--- config.mk ---
export PLATFORM = sky130hd
export DESIGN_NAME = rev_nibble_byte_engine
export DESIGN_NICKNAME = d
export VERILOG_FILES = /design/src/hw/p1284_rev_pkg.sv /design/src/hw/hs_delay_timer.sv /design/src/hw/line_edge_sense.sv /design/src/hw/rev_nibble_byte_engine.sv
export SDC_FILE = /design/constraint.sdc
export NUM_CORES = 1
export LEC_CHECK = 0
export BUFFER_PORTS_ARGS = -buffer_cell sky130_fd_sc_hd__buf_2
export CORE_ASPECT_RATIO = 0.5
export CORE_MARGIN = 8
export CORE_UTILIZATION = 46
export DETAILED_ROUTE_END_ITERATION = 10
export HOLD_SLACK_MARGIN = 0.15
export PLACE_DENSITY = 0.75
export SETUP_SLACK_MARGIN = 0.1
export SYNTH_ARGS = -nofsm -noshare
export SYNTH_HDL_FRONTEND = slang
export SYNTH_SLANG_ARGS = --single-unit
--- constraint.sdc ---
create_clock -name clk -period 5.1 [get_ports clk]
set_input_delay 0.51 -clock clk [delete_from_list [all_inputs] [get_ports clk]]
set_output_delay 0.51 -clock clk [all_outputs]
set_load 0.01 [all_outputs]
--- src/hw/p1284_rev_pkg.sv ---
// Purpose: Shared constants and types for the reverse-direction
//          parallel port handshake engine.
// Assumes: 50 MHz clock, Avalon-MM register access with byte addresses.
// Notes:   Control-line nibble order is {busy, pError, select, nFault}.
package p1284_rev_pkg;

	localparam int CLK_PERIOD_NS = 20;
	localparam int HS_DELAY_NS = 500;
	localparam int HS_DELAY_CYCLES =
		(HS_DELAY_NS + CLK_PERIOD_NS - 1) / CLK_PERIOD_NS;

	// Register byte offsets
	localparam logic [4:0] OFS_MODE = 5'h00;
	localparam logic [4:0] OFS_HOLD = 5'h04;
	localparam logic [4:0] OFS_TRANSFER = 5'h08;
	localparam logic [4:0] OFS_CTRL = 5'h0C;
	localparam logic [4:0] OFS_TIMING = 5'h10;
	localparam logic [4:0] OFS_STATUS = 5'h14;

	// Status register bit positions
	localparam int ST_REQUEST = 0;
	localparam int ST_IDLE = 1;
	localparam int ST_ILLEGAL = 2;
	localparam int ST_EVENT = 3;
	localparam int ST_HOLD_FULL = 4;

	// Control register: [3:0] status lines, then the single lines
	localparam int CT_PTRCLK = 4;
	localparam int CT_HOSTBUSY = 5;
	localparam int CT_HOSTCLK = 6;
	localparam int CT_ACTIVE = 7;
	localparam int CT_NINIT = 8;

	localparam logic [8:0] CTRL_RESET = 9'h1FF;
	localparam logic [7:0] TIMING_RESET = 8'(HS_DELAY_CYCLES);
	localparam logic [7:0] BYTE_RESET = 8'h00;

	typedef enum logic [2:0] {
		MODE_HOST_NEG,
		MODE_HOST_NIBBLE,
		MODE_PERIPH_NIBBLE,
		MODE_HOST_BYTE,
		MODE_PERIPH_NEG
	} mode_e;

	typedef struct packed {
		logic nInit;
		logic p1284Active;
		logic hostClk;
		logic hostBusy;
		logic ptrClk;
		logic [3:0] status;
		logic [7:0] data;
	} pins_in_s;

	typedef struct packed {
		logic hostOe;
		logic nInit;
		logic p1284Active;
		logic hostClk;
		logic hostBusy;
		logic periphOe;
		logic ptrClk;
		logic [3:0] status;
	} pins_out_s;

endpackage

--- src/hw/hs_delay_timer.sv ---
// Purpose: Down-counter that times handshake setup and hold intervals.
// Assumes: count is at least one cycle.
// Notes:   done is low in the cycle of start and while counting.
`timescale 1ns/10ps
module hs_delay_timer (
	input wire logic clk,
	input wire logic reset,
	input wire logic start,
	input wire logic [7:0] count,
	output logic done
);
	import p1284_rev_pkg::*;

	logic [7:0] cnt_r;

	always_ff @(posedge clk or posedge reset) begin
		if (reset) begin
			cnt_r <= BYTE_RESET;
		end else if (start) begin
			cnt_r <= count;
		end else if (cnt_r != 8'h00) begin
			cnt_r <= cnt_r - 8'h01;
		end
	end

	assign done = (cnt_r == 8'h00) && !start;
endmodule

--- src/hw/line_edge_sense.sv ---
// Purpose: Rising and falling edge pulses for a group of lines.
// Assumes: Lines are synchronous to clk.
// Notes:   Previous level starts high, the idle level of these lines.
`timescale 1ns/10ps
module line_edge_sense #(
	parameter int W = 2
) (
	input wire logic clk,
	input wire logic reset,
	input wire logic [W-1:0] level,
	output logic [W-1:0] rise,
	output logic [W-1:0] fall
);
	genvar i;
	generate
		for (i = 0; i < W; i++) begin : g_line
			logic prev_r;
			always_ff @(posedge clk or posedge reset) begin
				if (reset) begin
					prev_r <= 1'b1;
				end else begin
					prev_r <= level[i];
				end
			end
			assign rise[i] = level[i] && !prev_r;
			assign fall[i] = !level[i] && prev_r;
		end
	endgenerate
endmodule

--- src/hw/rev_nibble_byte_engine.sv ---
// Purpose: Reverse-direction handshake engine: host nibble, peripheral
//          nibble and host byte transfers, with Avalon-MM registers.
// Assumes: Cable lines are synchronous to clk; waitrequest answers a
//          request one cycle after it is first seen.
// Notes:   Handshake delays count clk cycles from the timing register.
//
// Summary of operation
// - Host nibble: drive HostBusy low, wait request clear and PtrClk low.
// - Nibble order busy, pError, select, nFault into bits 3-0 then 7-4.
// - Raise HostBusy, await PtrClk high, lower it, latch upper nibble.
// - After second nibble raise HostBusy, set request; continue if data.
// - nDataAvail high at PtrClk rise sets idle and stalls the engine.
// - Host nibble and host byte modes raise no status-change events.
// - Peripheral nibble entry sets request and idle, routes bits 3-0.
// - Holding write while idle moves to transfer register, request blips.
// - Low nibble settles, PtrClk low, HostBusy high, route bits 7-4.
// - Upper nibble settles, HostBusy low, PtrClk low; restore status lines.
// - Idle until next byte, load, settle, raise PtrClk, route low nibble.
// - Peripheral nibble mode flags both edges of P1284Active and nInit.
// - P1284Active falling outside the legal window sets the illegal flag.
// - Host byte entry clears idle and waits one handshake delay.
// - Host byte: HostBusy low, PtrClk low, latch data, HostClk low.
// - Request clear, PtrClk high, delay met: raise HostClk, check data.
`timescale 1ns/10ps
module rev_nibble_byte_engine (
	input wire logic clk,
	input wire logic reset,
	input wire logic [4:0] address,
	input wire logic read,
	input wire logic write,
	input wire logic [31:0] writedata,
	output logic [31:0] readdata,
	output logic waitrequest,
	input p1284_rev_pkg::pins_in_s pinsIn,
	output p1284_rev_pkg::pins_out_s pinsOut
);
	import p1284_rev_pkg::*;

	typedef enum logic [3:0] {
		S_OFF, S_HN_LOW1, S_HN_HIGH1, S_HN_LOW2, S_HN_HIGH2,
		S_HB_SETUP, S_HB_REQ, S_HB_ACK,
		S_PN_WAIT, S_PN_SETUP_LO, S_PN_HB_HI1, S_PN_SETUP_HI,
		S_PN_HB_HI2, S_PN_NEXT, S_PN_HB_LO, S_STALL
	} state_e;

	typedef enum logic [1:0] {ROUTE_CTRL, ROUTE_LO, ROUTE_HI} route_e;

	mode_e mode_r;
	mode_e modeNew;
	state_e state_r;
	route_e route_r;
	logic ack_r;
	logic busWr;
	logic busRd;
	logic modeWr;
	logic ohrWr;
	logic iorRd;
	logic statusWr;
	logic [8:0] ctrl_r;
	logic [7:0] timing_r;
	logic [7:0] ohr_r;
	logic [7:0] ior_r;
	logic transfer_request_flag_r;
	logic idle_r;
	logic ohrFull_r;
	logic illegal_r;
	logic event_r;
	logic hostBusy_r;
	logic hostClk_r;
	logic ptrClk_r;
	logic tmrStart_r;
	logic tmrDone;
	logic [1:0] lineRise;
	logic [1:0] lineFall;
	logic [31:0] rdValue;
	logic [3:0] nib;
	logic nDataAvail;
	logic hostMode;
	pins_out_s pinsNxt;

	assign nib = pinsIn.status;
	assign nDataAvail = pinsIn.status[0];
	assign hostMode = (mode_r == MODE_HOST_NIBBLE) ||
		(mode_r == MODE_HOST_BYTE);

	// Avalon slave: one wait cycle, then the answer
	assign waitrequest = (read || write) && !ack_r;
	assign busWr = write && ack_r;
	assign busRd = read && ack_r;
	assign modeWr = busWr && (address == OFS_MODE);
	assign ohrWr = busWr && (address == OFS_HOLD);
	assign iorRd = busRd && (address == OFS_TRANSFER);
	assign statusWr = busWr && (address == OFS_STATUS);
	assign modeNew = (writedata[2:0] > 3'(MODE_PERIPH_NEG)) ?
		MODE_HOST_NEG : mode_e'(writedata[2:0]);

	always_ff @(posedge clk or posedge reset) begin
		if (reset) begin
			ack_r <= 1'b0;
		end else begin
			ack_r <= (read || write) && !ack_r;
		end
	end

	always_comb begin
		rdValue = 32'h0000_0000;
		if (address == OFS_MODE) begin
			rdValue[2:0] = mode_r;
		end else if (address == OFS_HOLD) begin
			rdValue[7:0] = ohr_r;
		end else if (address == OFS_TRANSFER) begin
			rdValue[7:0] = ior_r;
		end else if (address == OFS_CTRL) begin
			rdValue[8:0] = ctrl_r;
		end else if (address == OFS_TIMING) begin
			rdValue[7:0] = timing_r;
		end else if (address == OFS_STATUS) begin
			rdValue[ST_REQUEST] = transfer_request_flag_r;
			rdValue[ST_IDLE] = idle_r;
			rdValue[ST_ILLEGAL] = illegal_r;
			rdValue[ST_EVENT] = event_r;
			rdValue[ST_HOLD_FULL] = ohrFull_r;
		end
	end

	always_ff @(posedge clk or posedge reset) begin
		if (reset) begin
			readdata <= 32'h0000_0000;
		end else if (read && !ack_r) begin
			readdata <= rdValue;
		end
	end

	// Software registers
	always_ff @(posedge clk or posedge reset) begin
		if (reset) begin
			mode_r <= MODE_HOST_NEG;
			ctrl_r <= CTRL_RESET;
			timing_r <= TIMING_RESET;
			ohr_r <= BYTE_RESET;
		end else begin
			if (modeWr) begin
				mode_r <= modeNew;
			end
			if (busWr && address == OFS_CTRL) begin
				ctrl_r <= writedata[8:0];
			end
			if (busWr && address == OFS_TIMING) begin
				timing_r <= writedata[7:0];
			end
			if (ohrWr) begin
				ohr_r <= writedata[7:0];
			end
		end
	end

	hs_delay_timer u_timer (
		.clk(clk),
		.reset(reset),
		.start(tmrStart_r),
		.count(timing_r),
		.done(tmrDone)
	);

	line_edge_sense #(.W(2)) u_edges (
		.clk(clk),
		.reset(reset),
		.level({pinsIn.nInit, pinsIn.p1284Active}),
		.rise(lineRise),
		.fall(lineFall)
	);

	// Event and illegal flags; a set beats a same-cycle clear
	always_ff @(posedge clk or posedge reset) begin
		if (reset) begin
			event_r <= 1'b0;
			illegal_r <= 1'b0;
		end else begin
			if (statusWr && writedata[ST_EVENT]) begin
				event_r <= 1'b0;
			end
			if (statusWr && writedata[ST_ILLEGAL]) begin
				illegal_r <= 1'b0;
			end
			if (mode_r == MODE_PERIPH_NIBBLE &&
				(lineRise != 2'b00 || lineFall != 2'b00)) begin
				event_r <= 1'b1;
			end
			if (mode_r == MODE_PERIPH_NIBBLE && lineFall[0] &&
				state_r != S_PN_HB_LO) begin
				illegal_r <= 1'b1;
			end
		end
	end

	// Handshake engine
	always_ff @(posedge clk or posedge reset) begin
		if (reset) begin
			state_r <= S_OFF;
			route_r <= ROUTE_CTRL;
			ior_r <= BYTE_RESET;
			transfer_request_flag_r <= 1'b0;
			idle_r <= 1'b0;
			ohrFull_r <= 1'b0;
			hostBusy_r <= 1'b1;
			hostClk_r <= 1'b1;
			ptrClk_r <= 1'b1;
			tmrStart_r <= 1'b0;
		end else begin
			tmrStart_r <= 1'b0;
			if (iorRd || ohrWr) begin
				transfer_request_flag_r <= 1'b0;
			end
			if (modeWr) begin
				route_r <= ROUTE_CTRL;
				hostBusy_r <= 1'b1;
				hostClk_r <= 1'b1;
				ptrClk_r <= 1'b1;
				ohrFull_r <= 1'b0;
				case (modeNew)
				MODE_HOST_NIBBLE: begin
					state_r <= S_HN_LOW1;
				end
				MODE_HOST_BYTE: begin
					idle_r <= 1'b0;
					tmrStart_r <= 1'b1;
					state_r <= S_HB_SETUP;
				end
				MODE_PERIPH_NIBBLE: begin
					transfer_request_flag_r <= 1'b1;
					idle_r <= 1'b1;
					route_r <= ROUTE_LO;
					state_r <= S_PN_WAIT;
				end
				default: begin
					state_r <= S_OFF;
				end
				endcase
			end else begin
				case (state_r)
				S_HN_LOW1: begin
					hostBusy_r <= 1'b0;
					if (!transfer_request_flag_r && !pinsIn.ptrClk && !hostBusy_r) begin
						ior_r[3:0] <= nib;
						hostBusy_r <= 1'b1;
						state_r <= S_HN_HIGH1;
					end
				end
				S_HN_HIGH1: begin
					if (pinsIn.ptrClk) begin
						hostBusy_r <= 1'b0;
						state_r <= S_HN_LOW2;
					end
				end
				S_HN_LOW2: begin
					if (!pinsIn.ptrClk) begin
						ior_r[7:4] <= nib;
						hostBusy_r <= 1'b1;
						transfer_request_flag_r <= 1'b1;
						state_r <= S_HN_HIGH2;
					end
				end
				S_HN_HIGH2: begin
					if (pinsIn.ptrClk && !nDataAvail) begin
						hostBusy_r <= 1'b0;
						state_r <= S_HN_LOW1;
					end else if (pinsIn.ptrClk) begin
						idle_r <= 1'b1;
						state_r <= S_STALL;
					end
				end
				S_HB_SETUP: begin
					if (tmrDone) begin
						hostBusy_r <= 1'b0;
						state_r <= S_HB_REQ;
					end
				end
				S_HB_REQ: begin
					hostBusy_r <= 1'b0;
					if (!pinsIn.ptrClk && !hostBusy_r) begin
						ior_r <= pinsIn.data;
						transfer_request_flag_r <= 1'b1;
						hostBusy_r <= 1'b1;
						hostClk_r <= 1'b0;
						tmrStart_r <= 1'b1;
						state_r <= S_HB_ACK;
					end
				end
				S_HB_ACK: begin
					if (!transfer_request_flag_r && pinsIn.ptrClk && tmrDone) begin
						hostClk_r <= 1'b1;
						if (!nDataAvail) begin
							hostBusy_r <= 1'b0;
							state_r <= S_HB_REQ;
						end else begin
							idle_r <= 1'b1;
							state_r <= S_STALL;
						end
					end
				end
				S_PN_WAIT: begin
					if (ohrFull_r) begin
						ior_r <= ohr_r;
						ohrFull_r <= 1'b0;
						transfer_request_flag_r <= 1'b1;
						idle_r <= 1'b0;
						tmrStart_r <= 1'b1;
						state_r <= S_PN_SETUP_LO;
					end
				end
				S_PN_SETUP_LO: begin
					if (tmrDone) begin
						ptrClk_r <= 1'b0;
						state_r <= S_PN_HB_HI1;
					end
				end
				S_PN_HB_HI1: begin
					if (pinsIn.hostBusy) begin
						ptrClk_r <= 1'b1;
						route_r <= ROUTE_HI;
						tmrStart_r <= 1'b1;
						state_r <= S_PN_SETUP_HI;
					end
				end
				S_PN_SETUP_HI: begin
					if (tmrDone && !pinsIn.hostBusy) begin
						ptrClk_r <= 1'b0;
						state_r <= S_PN_HB_HI2;
					end
				end
				S_PN_HB_HI2: begin
					if (pinsIn.hostBusy) begin
						route_r <= ROUTE_CTRL;
						state_r <= S_PN_NEXT;
						if (!ohrFull_r) begin
							idle_r <= 1'b1;
						end
					end
				end
				S_PN_NEXT: begin
					if (ohrFull_r) begin
						ior_r <= ohr_r;
						ohrFull_r <= 1'b0;
						transfer_request_flag_r <= 1'b1;
						idle_r <= 1'b0;
						tmrStart_r <= 1'b1;
						state_r <= S_PN_HB_LO;
					end
				end
				S_PN_HB_LO: begin
					if (tmrDone && !ptrClk_r && !tmrStart_r) begin
						ptrClk_r <= 1'b1;
					end
					if (ptrClk_r && !pinsIn.hostBusy) begin
						route_r <= ROUTE_LO;
						tmrStart_r <= 1'b1;
						state_r <= S_PN_SETUP_LO;
					end
				end
				default: begin
					state_r <= state_r;
				end
				endcase
			end
			if (ohrWr) begin
				ohrFull_r <= 1'b1;
			end
		end
	end

	// Pin drive: engine lines in active modes, control register otherwise
	always_comb begin
		pinsNxt.hostOe = (mode_r == MODE_HOST_NEG) || hostMode;
		pinsNxt.periphOe = (mode_r == MODE_PERIPH_NIBBLE) ||
			(mode_r == MODE_PERIPH_NEG);
		pinsNxt.nInit = ctrl_r[CT_NINIT];
		pinsNxt.p1284Active = ctrl_r[CT_ACTIVE];
		pinsNxt.hostBusy = hostMode ? hostBusy_r : ctrl_r[CT_HOSTBUSY];
		pinsNxt.hostClk = (mode_r == MODE_HOST_BYTE) ? hostClk_r :
			ctrl_r[CT_HOSTCLK];
		pinsNxt.ptrClk = ctrl_r[CT_PTRCLK];
		pinsNxt.status = ctrl_r[3:0];
		if (mode_r == MODE_PERIPH_NIBBLE) begin
			pinsNxt.ptrClk = ptrClk_r;
			if (route_r == ROUTE_LO) begin
				pinsNxt.status = ior_r[3:0];
			end else if (route_r == ROUTE_HI) begin
				pinsNxt.status = ior_r[7:4];
			end
		end
	end

	always_ff @(posedge clk or posedge reset) begin
		if (reset) begin
			pinsOut <= '{hostOe: 1'b1, periphOe: 1'b0, status: 4'hF,
				default: 1'b1};
		end else begin
			pinsOut <= pinsNxt;
		end
	end

	// Helper: cycles HostClk has been held low by the engine
	logic [8:0] clkLowCnt_r;
	always_ff @(posedge clk or posedge reset) begin
		if (reset) begin
			clkLowCnt_r <= 9'h000;
		end else if (hostClk_r) begin
			clkLowCnt_r <= 9'h000;
		end else if (clkLowCnt_r != 9'h1FF) begin
			clkLowCnt_r <= clkLowCnt_r + 9'h001;
		end
	end
endmodule

==> run summary, run 1 <==
Outcome: complete, no violations
CTS tree: done
MaxCap Viol Count: 0
Maximum clock frequency: 0.329 GHz
Pins Over Slew Limit: 0
DR top layer: met4
Clk buf depth: 2
Postcts setup bufs: 0
Finished Core Util: 52.7%
Multi-input logic area: 2500 um^2
Setup crit start kind: register
Wire length per cell: 19.9 um
Compound-gate portion of the synthesized area: 19.4%
Worst skew pair latency: 0.34 ns
Unique masters post-synth: 67
Routed vias/inst: 6.06
Asr flop ratio synth: 100%
Antenna violations before repair: 0
Worst min-delay path class: in2async
Post-Synth XOR/XNOR Area: 1.79%
Largest net degree at the start of global routing: 47
H-tree levels: 3
FF-to-FF path depth: 5
Storage cell area: 2090 um^2
CP bufs+invs: 1
Setup tns final: 0 ns
CP Capture Type: register
Top_reg_cell synth: dfrtp_1
Setup Viol. Count Final: 0
Hpwl dp: 9770 um
Syn_area_per_cell: 9.48 um^2
Initial Utilization: 47.7%
Die Height: 89.0 um
Metal1 wirelength: 6010 um
YS warnings: 0
Drt initial violations: 534
Fill count: 952
Synth Area in Simple Gates: 16.4%
CTS buffer count: 9
Die Footprint: 14400 um^2
Remaining antenna violation count: 0
ANT cells: 0
Post-route cell area: 5410 um^2
Root buffer cell: clkbuf_16
Die W: 162 um
WL final: 13800 um
Worst-margin pin slew: 0.864 ns
Layout cells sized above 1: 27.5%
Worst Path Arrival: 3.27 ns
Crit path largest cell delay: 0.87 ns
Power Dens Cells: 513 nW/um^2
Post-cts resize count: 0
Core area: 10300 um^2
Adder-cell area share of the yosys netlist: 0.510%
Post-Syn Instances: 517
Synth area leaders: dfrtp_1, dfstp_2, mux2_2
EDFF count, synth: 0
Synth area leader: dfrtp_1
Pre-antenna DRT Iters: 5
Pleak: 2.36 nW
CP Data Required Time: 5.33 ns
Total gr overflow: 0
Post-Syn Area: 4900 um^2
Critical path class: reg2reg
Count leader, synth: dfrtp_1
DR WL met2: 6300 um
Placer Congestion: 0.915
Largest fanout on the critical path: 24
Global-route wire length before repair: 22000 um
Port buffer count: 54
Synth-to-layout area growth: 10.4%
Final Critical Period: 3.04 ns
Final Hold Viols: 0
DRC viols: 0
Top cell type's share of synthesized area: 28.1%
I/O Pins: 102
Unrepaired setup endpoints after global routing: no
Clk sinks: 82
Final Cycle Share: 59.7%
Final non-filler cell total: 696
Site Rows: 26
Mux cell area share after synthesis: 11.1%
Slew HR: 42.1%
Met3 wire len: 1240 um
DP Area: 5120 um^2
Top delay family on crit path: simple AND/OR/NAND/NOR gates
Cell with the largest stage delay on the worst path: dfrtp_1
Post-CTS Hold Buffers: 0
Total GRT Usage: 19.5%
Post-synthesis register bit count: 82
# nets final: 611
WP depth: 5
VDD IR max: 0.000180 V
Register area share after synthesis: 42.5%
Vias: 4220
Critical-path cell list: inv_2 > nor3_2 > nand2_1 > a221oi_2 > mux2_2
Largest family of logic cells by synthesized area: compound AO/OA/AOI/OAI gates
Placed insts: 680
Post-synth top cells: dfrtp_1, nand2_1, nor2_1
Setup Skew: 0.00739 ns
Vias in the first global route: 4037
Reg clk slew, reported paths: 0.06 ns
power breakdown:
group / internal, mW / switching (mW) / leakage, nW
clock network: 0.391 / 0.250 / 0.144
logic: 0.474 / 0.583 / 1.24
registers: 0.842 / 0.240 / 0.978
total: 1.71 / 1.07 / 2.36
logic make-up after synthesis:
kind of cell | count (synthesis)
AO/OA/AOI/OAI | 138
XOR/XNOR | 10
adder cells (fa/ha/maj) | 2
buffers and inverters | 75
flip-flops | 82
multiplexers | 48
other | 1
AND/OR/NAND/NOR | 161
per-layer routing:
layer,up-vias,GRT usage (%)
li1,1898,-
met1,2033,26.5
met2,260,30.0
met3,29,4.37
met4,0,7.51
met5,-,0
worst paths after layout:
| path | start | to | slack, ns |
|---|---|---|---|
| max in group asynchronous | reset | state_r[0] | 3.87 |
| worst max register to register | state_r[3] | ior_r[5] | 2.06 |
| worst min-delay path | reset | readdata[8] | 0.22 |
| worst max-delay path | state_r[3] | ior_r[5] | 2.06 |
| min in group clk | pinsIn[16] | u_edges.g_line[1].prev_r | 0.29 |
| worst min register to register | ctrl_r[8] | pinsOut[9] | 0.37 |
sequential cells by signal, indices dropped and copies added, names as in the netlist, 2 cells and up:
register,cells
pinsOut,11
ctrl_r,9
readdata,9
ior_r,8
ohr_r,8
timing_r,8
u_timer.cnt_r,8
state_r,4
mode_r,3
route_r,2
u_edges.g_line.prev_r,2
cells in the final DEF, fill, tap and decap left out, types with 5 or more instances in the layout:
cell type and n:
a211oi_1 5, a21oi_1 30, a221o_1 8, a22oi_1 7, and2_1 5, buf_2 54, clkbuf_16 9, conb_1 23
dfrtp_1 55, dfstp_2 27, inv_1 15, mux2_2 34, mux2i_1 10, nand2_1 47, nand2b_1 6, nand3_1 10
nand3b_1 5, nor2_1 41, nor2b_1 7, nor3_1 15, o21ai_0 29, o22ai_1 12, o31ai_1 7, o32a_1 5
xnor2_1 5, xor2_1 5
per-stage QoR:
| step | setup WS [ns] | total power, mW | hold WS, ns |
|---|---|---|---|
| finish | 2.06 | 2.78 | 0.223 |
| global route | 1.87 | 2.94 | 0.284 |
| CTS | 2.17 | 2.76 | 0.255 |
| detailed placement | 2.19 | 2.10 | 0.372 |
| global placement | 2.20 | 2.07 | 0.368 |
| floorplan | 2.53 | 1.87 | 0.359 |
cell type report:
cell class	count	area share (%)
Sequential cell	82	38.5
Timing Repair Buffer	57	5.41
Multi-Input combinational cell	382	46.1
Tap cell	140	3.24
Clock inverter	3	0.740
Clock buffer	13	4.62
Inverter	19	1.34
Note: power is estimated with default switching activity, not from simulation.
==> inputs of run 2 (changes only) <==
==> constraint.sdc (replaced) <==
create_clock -name clk -period 2.8 [get_ports clk]
set_input_delay 0.28 -clock clk [delete_from_list [all_inputs] [get_ports clk]]
set_output_delay 0.28 -clock clk [all_outputs]
set_load 0.01 [all_outputs]
==> run 2 against run 1 <==
Compared with the run above: combinational power grew 93%; die area is the same; largest power group is now combinational logic; global-route usage shrank 0.55 points; sequential cell count is the same.
==> run summary, run 2 (synthesis gave the netlist of run 1 again) <==
Outcome: complete, no violations
Power Dens Cells: 914 nW/um^2 (+78%)
Layout cells sized above 1: 29.7% (+2.2 points)
Hpwl dp: 10200 um (+4.7%)
I/O Pins: 102 (unchanged)
Pins Over Slew Limit: 0 (unchanged)
Routed vias/inst: 5.91 (-2.5%)
MaxCap Viol Count: 0 (unchanged)
Setup crit start kind: register
Initial Utilization: 47.7% (unchanged)
Total gr overflow: 0 (unchanged)
Worst min-delay path class: in2reg
Pleak: 2.44 nW (+3.3%)
DP Area: 5260 um^2 (+2.6%)
Worst Path Arrival: 2.58 ns (-0.69 ns)
DRC viols: 0 (unchanged)
ANT cells: 0 (unchanged)
Largest fanout on the critical path: 14 (-42%)
Core area: 10300 um^2 (unchanged)
Total GRT Usage: 19.0% (-0.55 points)
Placer Congestion: 0.976 (+6.7%)
Global-route wire length before repair: 21500 um (-2.2%)
Seq pwr share: 37.7% (-1.2 points)
Fill count: 904 (-5.0%)
Worst-margin pin slew: 0.820 ns (-0.0439 ns)
Reg clk slew, reported paths: 0.07 ns (about the same)
Setup Viol. Count Final: 0 (unchanged)
Top flop regs: pinsOut: 11 flops, ctrl_r: 9 flops, readdata: 9 flops
Critical path class: reg2reg
H-tree levels: 3 (unchanged)
Multi-input logic area: 2500 um^2 (unchanged)
Clk buf depth: 2 (unchanged)
Port buffer count: 54 (unchanged)
Final non-filler cell total: 715 (+2.7%)
WL final: 13700 um (-0.76%)
Flip-flop count of the largest register after layout: 11 (unchanged)
Placed insts: 696 (+2.4%)
Largest net degree at the start of global routing: 43 (-8.5%)
Die W: 162 um (unchanged)
Final Critical Period: 2.36 ns (-0.679 ns)
Met3 wire len: 1320 um (+6.4%)
# nets final: 630 (+3.1%)
Storage cell area: 2090 um^2 (unchanged)
Final Cycle Share: 84.4% (+25 points)
Post-route cell area: 5570 um^2 (+2.8%)
Slew HR: 45.2% (+3.1 points)
Sw Share: 39.3% (+0.72 points)
Remaining antenna violation count: 0 (unchanged)
Setup Skew: 0.00693 ns (-0.000460 ns)
DR WL met2: 6140 um (-2.5%)
CTS buffer count: 9 (unchanged)
DR top layer: met4
Psw: 2.00 mW (+87%)
Postcts setup bufs: 0 (unchanged)
Site Rows: 26 (unchanged)
Metal1 wirelength: 6060 um (+0.83%)
Vias: 4227 (+0.17%)
CP Capture Type: register
Root buffer cell: clkbuf_16
Logic pwr share: 40.3% (+2.3 points)
Drt initial violations: 581 (+8.8%)
Pre-antenna DRT Iters: 6 (+1)
Largest Register: pinsOut
Die Footprint: 14400 um^2 (unchanged)
Worst skew pair latency: 0.34 ns (about the same)
Clock power share: 22.0% (-1.1 points)
Wire length per cell: 19.2 um (-3.4%)
Unrepaired setup endpoints after global routing: no
Synth-to-layout area growth: 13.5%
VDD IR max: 0.000298 V (+65%)
Antenna violations before repair: 0 (unchanged)
Setup tns final: 0 ns (unchanged)
Final Hold Viols: 0 (unchanged)
P_int: 3.09 mW (+81%)
Die Height: 89.0 um (unchanged)
Most frequent cells in the layout: dfrtp_1, buf_2, nand2_1, nor2_1, mux2_2
Vias in the first global route: 3968 (-1.7%)
Pwr Total: 5.09 mW (+83%)
Commonest non-fill, non-tap cell in the layout: dfrtp_1
CP Data Required Time: 3.02 ns (-2.31 ns)
Clk sinks: 82 (unchanged)
Maximum clock frequency: 0.423 GHz (+29%)
CTS tree: done
-- run 2: cell types whose count changed in the layout (fill, tap and decap cells not counted), moves of 2 or more --
cell and delta:
clkinv_2 -2, clkinvlp_4 +3, buf_4 +15, dlygate4sd3_1 +3, clkbuf_1 -2
-- run 2: power groups by stage --
stage | Combinational (mW) | Clock (mW) | Sequential [mW]
2_1_floorplan | 1.67 | 0 | 1.75
3_3_place_gp | 1.97 | 0 | 1.92
3_5_place_dp | 2.01 | 0 | 1.92
4_1_cts | 2.02 | 1.13 | 1.90
5_1_grt | 2.25 | 1.19 | 1.96
6_report | 2.05 | 1.12 | 1.92
-- run 2: final cells by class --
cell class	instances	share of cell area, %
flip-flops and latches	82	37.5
clock buffers	10	4.11
clock inverters	6	0.922
repair buffers	76	8.18
multi-input cells	382	44.9
inverters	19	1.30
well taps	140	3.15
-- run 2: routing by layer --
| layer | vias to the layer above | track usage (%) |
|---|---|---|
| met2 | 224 | 30.4 |
| met1 | 2042 | 25.5 |
| met3 | 22 | 4.64 |
| met5 | - | 0 |
| met4 | 0 | 4.59 |
| li1 | 1939 | - |
-- run 2: per-stage QoR --
step           hold WS, ns  worst slack, ns  utilization [%]
2_1_floorplan        0.284            0.456                -
3_3_place_gp         0.367            0.480             51.1
3_5_place_dp         0.367            0.493             51.1
4_1_cts              0.167            0.475             54.1
5_1_grt              0.167            0.272             54.1
6_report             0.171            0.437             54.1
-- run 2: path summary, 6_finish.rpt --
kind	start	end	slack [ns]	cells after the start
max	state_r[2]	ior_r[0]	0.44	6
max in group asynchronous	reset	pinsOut[0]	1.47	4
max reg2reg	state_r[2]	ior_r[0]	0.44	6
min in group asynchronous	reset	readdata[3]	0.60	3
min	writedata[8]	ctrl_r[8]	0.17	2
min reg2reg	ctrl_r[7]	pinsOut[8]	0.38	0
-- run 2: timing repair --
item,CTS,global route
hold buffers,3,0
resized for setup,0,0
endpoints found under the hold margin,35,0
-- run 2: worst max-delay path, cell delays in order (launching register included) --
cell and delay (ns):
dfrtp_1 0.56, buf_4 0.27, nor2_2 0.17, nand2_1 0.08
a311o_1 0.37, a221o_2 0.45, mux2_4 0.32
